<file path="src/logic/dfs_regs.vh">
// Constants for the drive fault supervisor
`ifndef DFS_REGS_VH
`define DFS_REGS_VH

// Fault slots, lowest index is highest report priority
`define DFS_F_LED1     0
`define DFS_F_LED2     1
`define DFS_F_LED3     2
`define DFS_F_HORN     3
`define DFS_F_BB       4
`define DFS_F_NEUTRAL  5
`define DFS_F_PARAM    6
`define DFS_F_REDUND   7
`define DFS_F_STALL    8
`define DFS_NFAULT     9

// Fault codes, major in the high nibble and minor in the low nibble
`define DFS_CODE_LED1    8'h45
`define DFS_CODE_LED2    8'h46
`define DFS_CODE_LED3    8'h47
`define DFS_CODE_HORN    8'h48
`define DFS_CODE_BB      8'h49
`define DFS_CODE_NEUTRAL 8'h4A
`define DFS_CODE_PARAM   8'h52
`define DFS_CODE_REDUND  8'h53
`define DFS_CODE_STALL   8'h58
`define DFS_CODE_NONE    8'h00

// Shutdown sets: which faults drive each shutdown output
`define DFS_SD_IND1      9'h001
`define DFS_SD_IND2      9'h002
`define DFS_SD_IND3      9'h004
`define DFS_SD_HORN      9'h008
`define DFS_SD_THROTTLE  9'h170
`define DFS_SD_BRAKE     9'h1F0
`define DFS_SD_RELAY     9'h050
`define DFS_SD_MOTOR     9'h140
`define DFS_SD_INTERLOCK 9'h080

// Stall qualification: cycles of commanded motion without movement
`define DFS_STALL_FILTER 8'hFF
`define DFS_STALL_ZERO   8'h00
`define DFS_STALL_ONE    8'h01

`endif

</file>
<file path="src/logic/dfs_supervisor.v">
// Drive fault supervisor: detection, latching, shutdown and reporting
`timescale 1ns/100ps
`include "dfs_regs.vh"
module dfs_supervisor (
  // Clock and key-cycle reset
  input  wire       CLK_SYS,
  input  wire       RST,
  // Indicator LED driver detection, one bit per channel
  input  wire [2:0] LED_SHORT,
  input  wire [2:0] LED_OVERCURRENT,
  // Horn driver detection and configuration
  input  wire       HORN_SHORT_NEG,
  input  wire       HORN_SHORT_POS,
  input  wire       HORN_OVERCURRENT,
  input  wire       HORN_LOW_SIDE,
  // Belly-button wiring check
  input  wire       BELLY_BUTTON_WIRE_OPEN,
  // Emergency reverse and operator inputs
  input  wire       EMERGENCY_REVERSE_ACTIVE,
  input  wire       THROTTLE_ACTIVE,
  input  wire       DIRECTION_ACTIVE,
  input  wire       INTERLOCK_ACTIVE,
  input  wire       REVERSE_DIR_INTERLOCK_PARAM,
  // Emergency reverse switch pair
  input  wire       EMERGENCY_REVERSE_NO,
  input  wire       EMERGENCY_REVERSE_NC,
  // Parameter change report
  input  wire       PARAM_WRITE,
  input  wire       KEYCYCLE_REQUIRED_PARAM,
  // Motion supervision
  input  wire       MOTION_COMMANDED,
  input  wire       MOTOR_MOVING,
  // Shutdown outputs
  output reg        INDICATOR_OUT1_OFF,
  output reg        INDICATOR_OUT2_OFF,
  output reg        INDICATOR_OUT3_OFF,
  output reg        HORN_OUT_OFF,
  output reg        THROTTLE_INHIBIT,
  output reg        PARK_BRAKE_OFF,
  output reg        MAIN_RELAY_OFF,
  output reg        MOTOR_DRIVE_OFF,
  output reg        INTERLOCK_INHIBIT,
  // Fault report
  output reg        FAULT_ACTIVE,
  output reg  [3:0] FAULT_MAJOR,
  output reg  [3:0] FAULT_MINOR,
  output reg  [8:0] FAULT_VECTOR
);

  // Detection terms
  wire [2:0]             led_cause;
  wire                   horn_rail_short;
  wire                   horn_cause;
  wire                   redund_cause;
  wire                   neutral_ok;
  wire                   reverse_end;
  wire                   param_set;
  wire                   stall_set;
  wire [`DFS_NFAULT-1:0] faults;
  wire [7:0]             code;
  wire                   code_any;

  // Sequencing state
  reg                    reverse_d_reg;
  reg                    neutral_pending_reg;
  reg                    neutral_pending_next;
  reg                    neutral_fault_reg;
  reg                    neutral_fault_next;
  reg [7:0]              stall_count_reg;
  reg [7:0]              stall_count_next;

  // True when the vector holds any fault of the given shutdown set
  function in_set;
    input [`DFS_NFAULT-1:0] vec;
    input [`DFS_NFAULT-1:0] mask;
    begin
      in_set = |(vec & mask);
    end
  endfunction

  // LED channel fault cause: short or overcurrent on that channel
  assign led_cause = LED_SHORT | LED_OVERCURRENT;

  // Horn rail short depends on which side the driver switches
  assign horn_rail_short = HORN_LOW_SIDE ? HORN_SHORT_POS
                                         : HORN_SHORT_NEG;
  assign horn_cause = horn_rail_short | HORN_OVERCURRENT;

  // The switch pair must always disagree; equal levels are invalid
  assign redund_cause = ~(EMERGENCY_REVERSE_NO ^
                          EMERGENCY_REVERSE_NC);

  // Neutral: interlock counts only when the interlock option is on
  assign neutral_ok = ~THROTTLE_ACTIVE & ~DIRECTION_ACTIVE &
                      ~(INTERLOCK_ACTIVE &
                        REVERSE_DIR_INTERLOCK_PARAM);

  // End of an emergency reverse operation
  assign reverse_end = reverse_d_reg & ~EMERGENCY_REVERSE_ACTIVE;

  // Change of a parameter that only takes effect after a key cycle
  assign param_set = PARAM_WRITE & KEYCYCLE_REQUIRED_PARAM;

  // Stall once the filter count is reached
  assign stall_set = (stall_count_reg == `DFS_STALL_FILTER);

  // LED channel latches, held across a key cycle while the cause lasts
  dfs_fault_latch #(
    .CAUSE_HOLD (1'b1)
  ) u_led1 (
    .clk      (CLK_SYS),
    .rst      (RST),
    .set_in   (led_cause[0]),
    .cause_in (led_cause[0]),
    .q_reg    (faults[`DFS_F_LED1])
  );

  dfs_fault_latch #(
    .CAUSE_HOLD (1'b1)
  ) u_led2 (
    .clk      (CLK_SYS),
    .rst      (RST),
    .set_in   (led_cause[1]),
    .cause_in (led_cause[1]),
    .q_reg    (faults[`DFS_F_LED2])
  );

  dfs_fault_latch #(
    .CAUSE_HOLD (1'b1)
  ) u_led3 (
    .clk      (CLK_SYS),
    .rst      (RST),
    .set_in   (led_cause[2]),
    .cause_in (led_cause[2]),
    .q_reg    (faults[`DFS_F_LED3])
  );

  // Horn latch, held across a key cycle while the cause lasts
  dfs_fault_latch #(
    .CAUSE_HOLD (1'b1)
  ) u_horn (
    .clk      (CLK_SYS),
    .rst      (RST),
    .set_in   (horn_cause),
    .cause_in (horn_cause),
    .q_reg    (faults[`DFS_F_HORN])
  );

  // Belly-button wiring latch, cleared only if repaired at key cycle
  dfs_fault_latch #(
    .CAUSE_HOLD (1'b1)
  ) u_bb (
    .clk      (CLK_SYS),
    .rst      (RST),
    .set_in   (BELLY_BUTTON_WIRE_OPEN),
    .cause_in (BELLY_BUTTON_WIRE_OPEN),
    .q_reg    (faults[`DFS_F_BB])
  );

  // Parameter change latch, any key cycle clears it
  dfs_fault_latch #(
    .CAUSE_HOLD (1'b0)
  ) u_param (
    .clk      (CLK_SYS),
    .rst      (RST),
    .set_in   (param_set),
    .cause_in (param_set),
    .q_reg    (faults[`DFS_F_PARAM])
  );

  // Switch redundancy latch, held across a key cycle while invalid
  dfs_fault_latch #(
    .CAUSE_HOLD (1'b1)
  ) u_redund (
    .clk      (CLK_SYS),
    .rst      (RST),
    .set_in   (redund_cause),
    .cause_in (redund_cause),
    .q_reg    (faults[`DFS_F_REDUND])
  );

  // Stall latch, any key cycle clears it
  dfs_fault_latch #(
    .CAUSE_HOLD (1'b0)
  ) u_stall (
    .clk      (CLK_SYS),
    .rst      (RST),
    .set_in   (stall_set),
    .cause_in (stall_set),
    .q_reg    (faults[`DFS_F_STALL])
  );

  // Neutral-return fault is the only self-clearing slot
  assign faults[`DFS_F_NEUTRAL] = neutral_fault_reg;

  // Neutral-return check: armed at reverse end until neutral is seen
  always @* begin
    neutral_pending_next = neutral_pending_reg;
    neutral_fault_next   = neutral_fault_reg;
    if (reverse_end && !neutral_ok) begin
      neutral_pending_next = 1'b1;
    end else if (neutral_ok) begin
      neutral_pending_next = 1'b0;
    end
    if (neutral_pending_reg && THROTTLE_ACTIVE) begin
      neutral_fault_next = 1'b1;
    end else if (neutral_ok) begin
      neutral_fault_next = 1'b0;
    end
  end

  // Stall filter: counts commanded motion without movement, saturates
  always @* begin
    stall_count_next = `DFS_STALL_ZERO;
    if (MOTION_COMMANDED && !MOTOR_MOVING) begin
      if (stall_count_reg == `DFS_STALL_FILTER) begin
        stall_count_next = stall_count_reg;
      end else begin
        stall_count_next = stall_count_reg + `DFS_STALL_ONE;
      end
    end
  end

  // Sequencing registers
  always @(posedge CLK_SYS) begin
    if (RST) begin
      reverse_d_reg       <= 1'b0;
      neutral_pending_reg <= 1'b0;
      neutral_fault_reg   <= 1'b0;
      stall_count_reg     <= `DFS_STALL_ZERO;
    end else begin
      reverse_d_reg       <= EMERGENCY_REVERSE_ACTIVE;
      neutral_pending_reg <= neutral_pending_next;
      neutral_fault_reg   <= neutral_fault_next;
      stall_count_reg     <= stall_count_next;
    end
  end

  // Fault code selection
  dfs_code_encoder u_enc (
    .faults (faults),
    .code   (code),
    .any    (code_any)
  );

  // Shutdown outputs: union of the sets of all active faults
  always @(posedge CLK_SYS) begin
    if (RST) begin
      INDICATOR_OUT1_OFF <= 1'b0;
      INDICATOR_OUT2_OFF <= 1'b0;
      INDICATOR_OUT3_OFF <= 1'b0;
      HORN_OUT_OFF       <= 1'b0;
      THROTTLE_INHIBIT   <= 1'b0;
      PARK_BRAKE_OFF     <= 1'b0;
      MAIN_RELAY_OFF     <= 1'b0;
      MOTOR_DRIVE_OFF    <= 1'b0;
      INTERLOCK_INHIBIT  <= 1'b0;
    end else begin
      INDICATOR_OUT1_OFF <= in_set(faults, `DFS_SD_IND1);
      INDICATOR_OUT2_OFF <= in_set(faults, `DFS_SD_IND2);
      INDICATOR_OUT3_OFF <= in_set(faults, `DFS_SD_IND3);
      HORN_OUT_OFF       <= in_set(faults, `DFS_SD_HORN);
      THROTTLE_INHIBIT   <= in_set(faults, `DFS_SD_THROTTLE);
      PARK_BRAKE_OFF     <= in_set(faults, `DFS_SD_BRAKE);
      MAIN_RELAY_OFF     <= in_set(faults, `DFS_SD_RELAY);
      MOTOR_DRIVE_OFF    <= in_set(faults, `DFS_SD_MOTOR);
      INTERLOCK_INHIBIT  <= in_set(faults, `DFS_SD_INTERLOCK);
    end
  end

  // Fault report registers
  always @(posedge CLK_SYS) begin
    if (RST) begin
      FAULT_ACTIVE <= 1'b0;
      FAULT_MAJOR  <= 4'h0;
      FAULT_MINOR  <= 4'h0;
      FAULT_VECTOR <= 9'h000;
    end else begin
      FAULT_ACTIVE <= code_any;
      FAULT_MAJOR  <= code[7:4];
      FAULT_MINOR  <= code[3:0];
      FAULT_VECTOR <= faults;
    end
  end

endmodule // dfs_supervisor

</file>
<file path="src/logic/dfs_fault_latch.v">
// Sticky fault flag with selectable behaviour across a key cycle
`timescale 1ns/100ps
module dfs_fault_latch #(
  parameter CAUSE_HOLD = 1'b0
) (
  // Clock and key-cycle reset
  input  wire clk,
  input  wire rst,
  // Detection
  input  wire set_in,
  input  wire cause_in,
  // Latched flag
  output reg  q_reg
);

  reg q_next;

  // A key cycle clears the flag, unless held open by a live cause
  always @* begin
    if (rst) begin
      q_next = cause_in & CAUSE_HOLD;
    end else begin
      q_next = q_reg | set_in;
    end
  end

  // Flag storage
  always @(posedge clk) begin
    q_reg <= q_next;
  end

endmodule // dfs_fault_latch

</file>
<file path="src/logic/dfs_code_encoder.v">
// Priority encoder from active fault slots to a two-field code
`timescale 1ns/100ps
`include "dfs_regs.vh"
module dfs_code_encoder (
  // Active faults
  input  wire [`DFS_NFAULT-1:0] faults,
  // Reported code
  output reg  [7:0]             code,
  output reg                    any
);

  integer i;

  // Code table for one fault slot
  function [7:0] slot_code;
    input integer idx;
    begin
      case (idx)
        `DFS_F_LED1:    slot_code = `DFS_CODE_LED1;
        `DFS_F_LED2:    slot_code = `DFS_CODE_LED2;
        `DFS_F_LED3:    slot_code = `DFS_CODE_LED3;
        `DFS_F_HORN:    slot_code = `DFS_CODE_HORN;
        `DFS_F_BB:      slot_code = `DFS_CODE_BB;
        `DFS_F_NEUTRAL: slot_code = `DFS_CODE_NEUTRAL;
        `DFS_F_PARAM:   slot_code = `DFS_CODE_PARAM;
        `DFS_F_REDUND:  slot_code = `DFS_CODE_REDUND;
        `DFS_F_STALL:   slot_code = `DFS_CODE_STALL;
        default:        slot_code = `DFS_CODE_NONE;
      endcase
    end
  endfunction

  // Scan downward from the highest slot so the lowest index wins
  always @* begin
    code = `DFS_CODE_NONE;
    any  = |faults;
    for (i = `DFS_NFAULT - 1; i >= 0; i = i - 1) begin
      if (faults[i]) begin
        code = slot_code(i);
      end
    end
  end

endmodule // dfs_code_encoder

</file>
<file path="config.mk">
export PLATFORM = sky130hd
export DESIGN_NAME = dfs_supervisor
export DESIGN_NICKNAME = d
export VERILOG_FILES = /design/src/logic/dfs_supervisor.v /design/src/logic/dfs_fault_latch.v /design/src/logic/dfs_code_encoder.v
export VERILOG_INCLUDE_DIRS = /design/src /design/src/logic
export SDC_FILE = /design/constraint.sdc
export NUM_CORES = 1
export LEC_CHECK = 0
export ABC_AREA = 0
export BUFFER_PORTS_ARGS = -buffer_cell sky130_fd_sc_hd__clkbuf_2
export CAP_MARGIN = 20
export CORE_MARGIN = 3
export CORE_UTILIZATION = 25
export CTS_CLUSTER_DIAMETER = 80
export DETAILED_ROUTE_END_ITERATION = 12
export GPL_TIMING_DRIVEN = 0
export PLACE_DENSITY = 0.44
export SLEW_MARGIN = 20
export SYNTH_ARGS = -nofsm -noshare
export SYNTH_HDL_FRONTEND = slang
export SYNTH_HIERARCHICAL = 1
export SYNTH_SLANG_ARGS = --single-unit
</file>
<file path="constraint.sdc">
create_clock -name CLK_SYS -period 1.3 [get_ports CLK_SYS]
set_clock_uncertainty 0.15 [all_clocks]
set_input_delay 0.39 -clock CLK_SYS [delete_from_list [all_inputs] [get_ports CLK_SYS]]
set_output_delay 0.39 -clock CLK_SYS [all_outputs]
set_load 0.02 [all_outputs]
</file>
* After elaboration in Yosys (flattened, before gate mapping)
Cells that the tools add are included.
** Cells by class
- Reduce and logical (&&, ||, !) cells :: 17
- Add/subtract/negate cells :: 1
- Eq/ne operators :: 1
- Bitwise operators :: 22
- Multiplexer cells :: 19
** Operators with widths (number)
- 7-bit 2-to-1 mux :: 9
- 9-bit OR reduction :: 2
- 1-bit 2-to-1 mux :: 10
- 1-bit bitwise OR :: 9
- 8-bit by 1-bit adder with 8-bit output (second input constant) :: 1
- 8-bit equality test (second input constant) :: 1
- 2-bit OR reduction :: 4
- 4-bit OR reduction :: 2
- 7-bit OR reduction :: 1
- 1-bit NOT :: 6
- 1-bit AND :: 5
- 5-bit OR reduction :: 1
- 2-bit nonzero test :: 2
- 1-bit logical AND :: 3
- 3-bit bitwise OR :: 1
- 1-bit zero test :: 2
- 1-bit XOR :: 1
** Word-level totals
- Output and inout port bits :: 27
- Register bits after elaboration :: 46

* Longest topological paths before layout
- Word-level depth :: 9
- Depth in mapped cells :: 4
- Gate-level depth less buffers :: 4

* Cells and area by module
Netlist, hierarchy kept.
** By module, submodules not included
- dfs_supervisor :: cells an instance 115, instances 1, area an instance 1176.1 um^2, sequential area each 660.6 um^2
- dfs_fault_latch (u_bb ...) :: cells an instance 4, instances 6, area an instance 32.5 um^2, sequential area each 20.0 um^2
- dfs_code_encoder :: cells an instance 21, instances 1, area an instance 141.4 um^2, sequential area each 0.0 um^2
- dfs_fault_latch (u_param ...) :: cells an instance 2, instances 2, area an instance 30.0 um^2, sequential area each 20.0 um^2

* Worst setup path before layout
OpenSTA, ideal clock, no wires.
- Kind :: reg2reg
- Start :: reg u_led3.q_reg
- End :: reg FAULT_MAJOR[0]
- Library setup time :: 66 ps
- Stages on the path, launching flop included :: 4
- Required time :: 1084 ps
- Arrival :: 1076 ps
- Period minus slack after synthesis :: 1292 ps
- Path slack :: 8 ps
- Cell sequence :: dfxtp_1 > or3_4 > nor4_2 > nor2b_1
** Between the ends
- Longest elaborated chain between the ends :: 1
** Ends and longest elaborated chain
- start, declared :: RTL line dfs_fault_latch.v:13 : output reg q_reg
- start signal, assigned :: RTL line dfs_fault_latch.v:29 : q_reg <= q_next;
- 7-bit OR reduction (no line)
- end signal, assigned :: RTL line dfs_supervisor.v:280 : FAULT_MAJOR <= code[7:4];
- end, declared :: RTL line dfs_supervisor.v:45 : output reg [3:0] FAULT_MAJOR,
Every way passes these cells.
A chain may end at the register's enable or synchronous reset.

* Worst setup path in the final report
- Start :: reg FAULT_VECTOR[7]
- End :: out FAULT_VECTOR[7]
** RTL lines
- start, declared :: RTL line dfs_supervisor.v:47 : output reg [8:0] FAULT_VECTOR
- start signal, assigned :: RTL line dfs_supervisor.v:282 : FAULT_VECTOR <= faults;
No word-level cell between the ends.

==> summary.txt <==
Floorplanning
  • Core footprint: 5991 µm²
  • Row count: 28
  • Die Width: 85.32 µm
  • I/O pins: 51
  • Starting Density: 0.2625
  • DIE AREA: 7279 µm²
  • DIE HEIGHT: 85.32 µm

Finish
  • Syn-to-layout area delta: 60.06%
  • Antenna Cells: 0
  • Design area: 2517 µm²
  • Number of flip-flops under the largest register name: 9
  • Commonest non-fill, non-tap cell in the layout: dfxtp_2
  • FILL cells: 591
  • Register area: 884.6 µm²
  • Area of the multi-input gates: 753.2 µm²
  • Most frequent cells in the layout: dfxtp_2 (30), buf_8 (24), clkbuf_2 (22)
  • Post-route insts no fill: 306
  • Fin util: 0.4202
  • NumNets Final: 255
  • Layout cells sized above 1: 0.5931

Clocking
  • Clock sinks: 41
  • Reg clk slew, reported paths: 90 ps
  • # hold bufs at CTS: 0
  • Clock buffer depth: 2
  • Clk Latency, worst-skew pair: 300 ps
  • H-tree level count: 2
  • TritonCTS buffer count: 5
  • Root Buffer: clkbuf_8
  • CTS tree: built

GRT
  • First-pass GRT wire length: 5685 µm
  • Vias in the first global route: 1275
  • Total GRT Usage: 0.1004
  • Grt ovf: 0
  • Largest net degree at the start of global routing: 21
  • Initial antenna violation count: 0

Hold path
  • Hold crit path type: input port to register

Pwr
  • Leakage power: 1.084 nW
  • Max VDD drop: 0.5163 mV
  • Total Power: 2.882 mW
  • Pwr Density: 1145 nW/µm²

Synth
  • Cell Area, Synth: 1573 µm²
  • Syn Area/Cell: 9.590 µm²
  • Unique masters post-synth: 38
  • Synth warn: 6
  • Primary FF master, synth: dfxtp_1
  • Fraction of registers with async set/reset: 0
  • Post-synthesis sequential area ratio: 0.5219
  • Yosys reg bits: 41
  • Post-synth EDFFs: 0
  • Mapped Cells: 164

Critical path
  • Worst setup path endpoint: FAULT_VECTOR[7]
  • Worst endpoint required time: 760 ps
  • Buf/Inv on CP: 2
  • R2R Setup Slk: -50 ps
  • Critical path type: register to primary output
  • Crit. Startpoint: FAULT_VECTOR[7]
  • Crit end category: primary output
  • Worst path depth: 2
  • Worst-path fanout max: 2
  • Slowest cell on crit path: dfxtp_2
  • CP startpoint kind: register
  • RR Endpoint: FAULT_MINOR[0]
  • CP max stage delay: 340 ps
  • CP arrival: 860 ps
  • Crit-path cells: buf_6 > buf_8
  • Delay-heaviest family, CP: flip-flops
  • Crit Reg-Reg Startpoint: u_param/q_reg
  • Worst R2R Path Depth: 3

Timing
  • Max Clk Rate: 712.2 MHz
  • Hold WS: 169.4 ps
  • Max Slew Vio Count: 0
  • Setup violations, final: 11
  • Post-layout min period: 1404 ps
  • Unrepaired setup endpoints after global routing: yes
  • Worst Setup Slack, final: -104.1 ps
  • Final Cycle Share: 1.080
  • Hold Fails Final Rpt: 0

Drt
  • DRC: 0
  • Wire length on met2: 1647 µm
  • DR WL/cell: 11.35 µm
  • Drt initial violations: 71
  • Uppermost layer routed: met4
  • ANT nets after route: 0
  • Wire length on met3: 210 µm
  • Pre-antenna DRT Iters: 4
  • Drt total wl: 3474 µm
  • Via-to-Cell Ratio: 4.395
  • Total number of vias: 1345
  • Wl on met1: 1560 µm

Placement
  • Detail Placement HPWL: 2444 µm
  • Placed cells: 290
  • Buffers on Ports: 50
  • Cell Area, Placed: 1921 µm²
  • Final Wtd Congestion: 0.7255

Run
  • Maxcap violations: 0

Status
  • Status: finished, violations left
  • Failing checks: negative setup slack
[tightest hold or removal path, stage by stage]
cell and delay [ps]:
clkbuf_2 100, nand2_1 50, o21ai_1 50
[per-stage QoR]
step / setup WS (ps) / TNS [ps]
final: -104.1 / -591.1
after floorplan: 8.211 / 0
after detailed placement: -324.4 / -4853
after global placement: -318.6 / -4649
after CTS: -127.1 / -1130
after global routing: -149.3 / -1962
[worst min path at each step]
| stage | startpoint | endpoint | slack, ps | cells after the start |
|---|---|---|---|---|
| after floorplan | stall_count_reg[1] | stall_count_reg[1] | 300 | 2 |
| after global placement | stall_count_reg[1] | stall_count_reg[1] | 330 | 2 |
| after detailed placement | stall_count_reg[1] | stall_count_reg[1] | 330 | 2 |
| after CTS | BELLY_BUTTON_WIRE_OPEN | u_bb/q_reg | 160 | 3 |
| after global routing | BELLY_BUTTON_WIRE_OPEN | u_bb/q_reg | 180 | 3 |
| final | BELLY_BUTTON_WIRE_OPEN | u_bb/q_reg | 170 | 3 |
[metal layers]
layer | vias to the layer above | track usage
li1 | 693 | -
met1 | 611 | 0.1217
met2 | 36 | 0.1561
met3 | 5 | 0.04466
met4 | 0 | 0.03885
met5 | - | 0
[final cells by class]
| cell class | instances | share of cell area |
|---|---|---|
| sequential | 41 | 0.3514 |
| clock buffer | 5 | 0.02734 |
| multi-input combinational | 111 | 0.2992 |
| timing repair buffer | 58 | 0.2286 |
| inverter | 4 | 0.005964 |
| buffer | 9 | 0.03181 |
| clock inverter | 3 | 0.01839 |
| tap | 75 | 0.03728 |
[cell families after synthesis]
group,count (synthesis),share of synthesized area
and+or+nand+nor,78,0.2920
DFF,41,0.5219
AOI/OAI and AO/OA,28,0.1154
buffers and inverters,13,0.04852
adders and majority gates,1,0.007954
other,1,0.002384
xor gates and xnor gates,1,0.005570
muxes,1,0.006365
[power by group]
group          switching [mW]  total [mW]  internal, mW
sequential             0.0566        1.38          1.33
combinational           0.190       0.463         0.273
clock                   0.460        1.03         0.575
[what timing repair did]
| item | 4_1_cts | 5_1_grt |
|---|---|---|
| setup endpoints to repair | 40 | 38 |
| pin swaps | 4 | 9 |
| buffers inserted | 5 | 3 |
| gates resized for setup | 104 | 49 |
[Yosys cell counts, types with 3 or more instances]
master,number,area share
inv_1,4,0.0095
nand2_1,8,0.019
nor2_1,12,0.029
nand3_1,3,0.0095
a21oi_1,8,0.025
nor2b_1,15,0.060
buf_4,7,0.033
o21ai_0,3,0.0095
and4_1,3,0.017
or2_2,7,0.028
and2b_1,4,0.019
nor3_1,9,0.029
o21ai_1,6,0.019
dfxtp_1,41,0.52
nand4_1,3,0.012
Note: power is estimated with default switching activity, not from simulation.
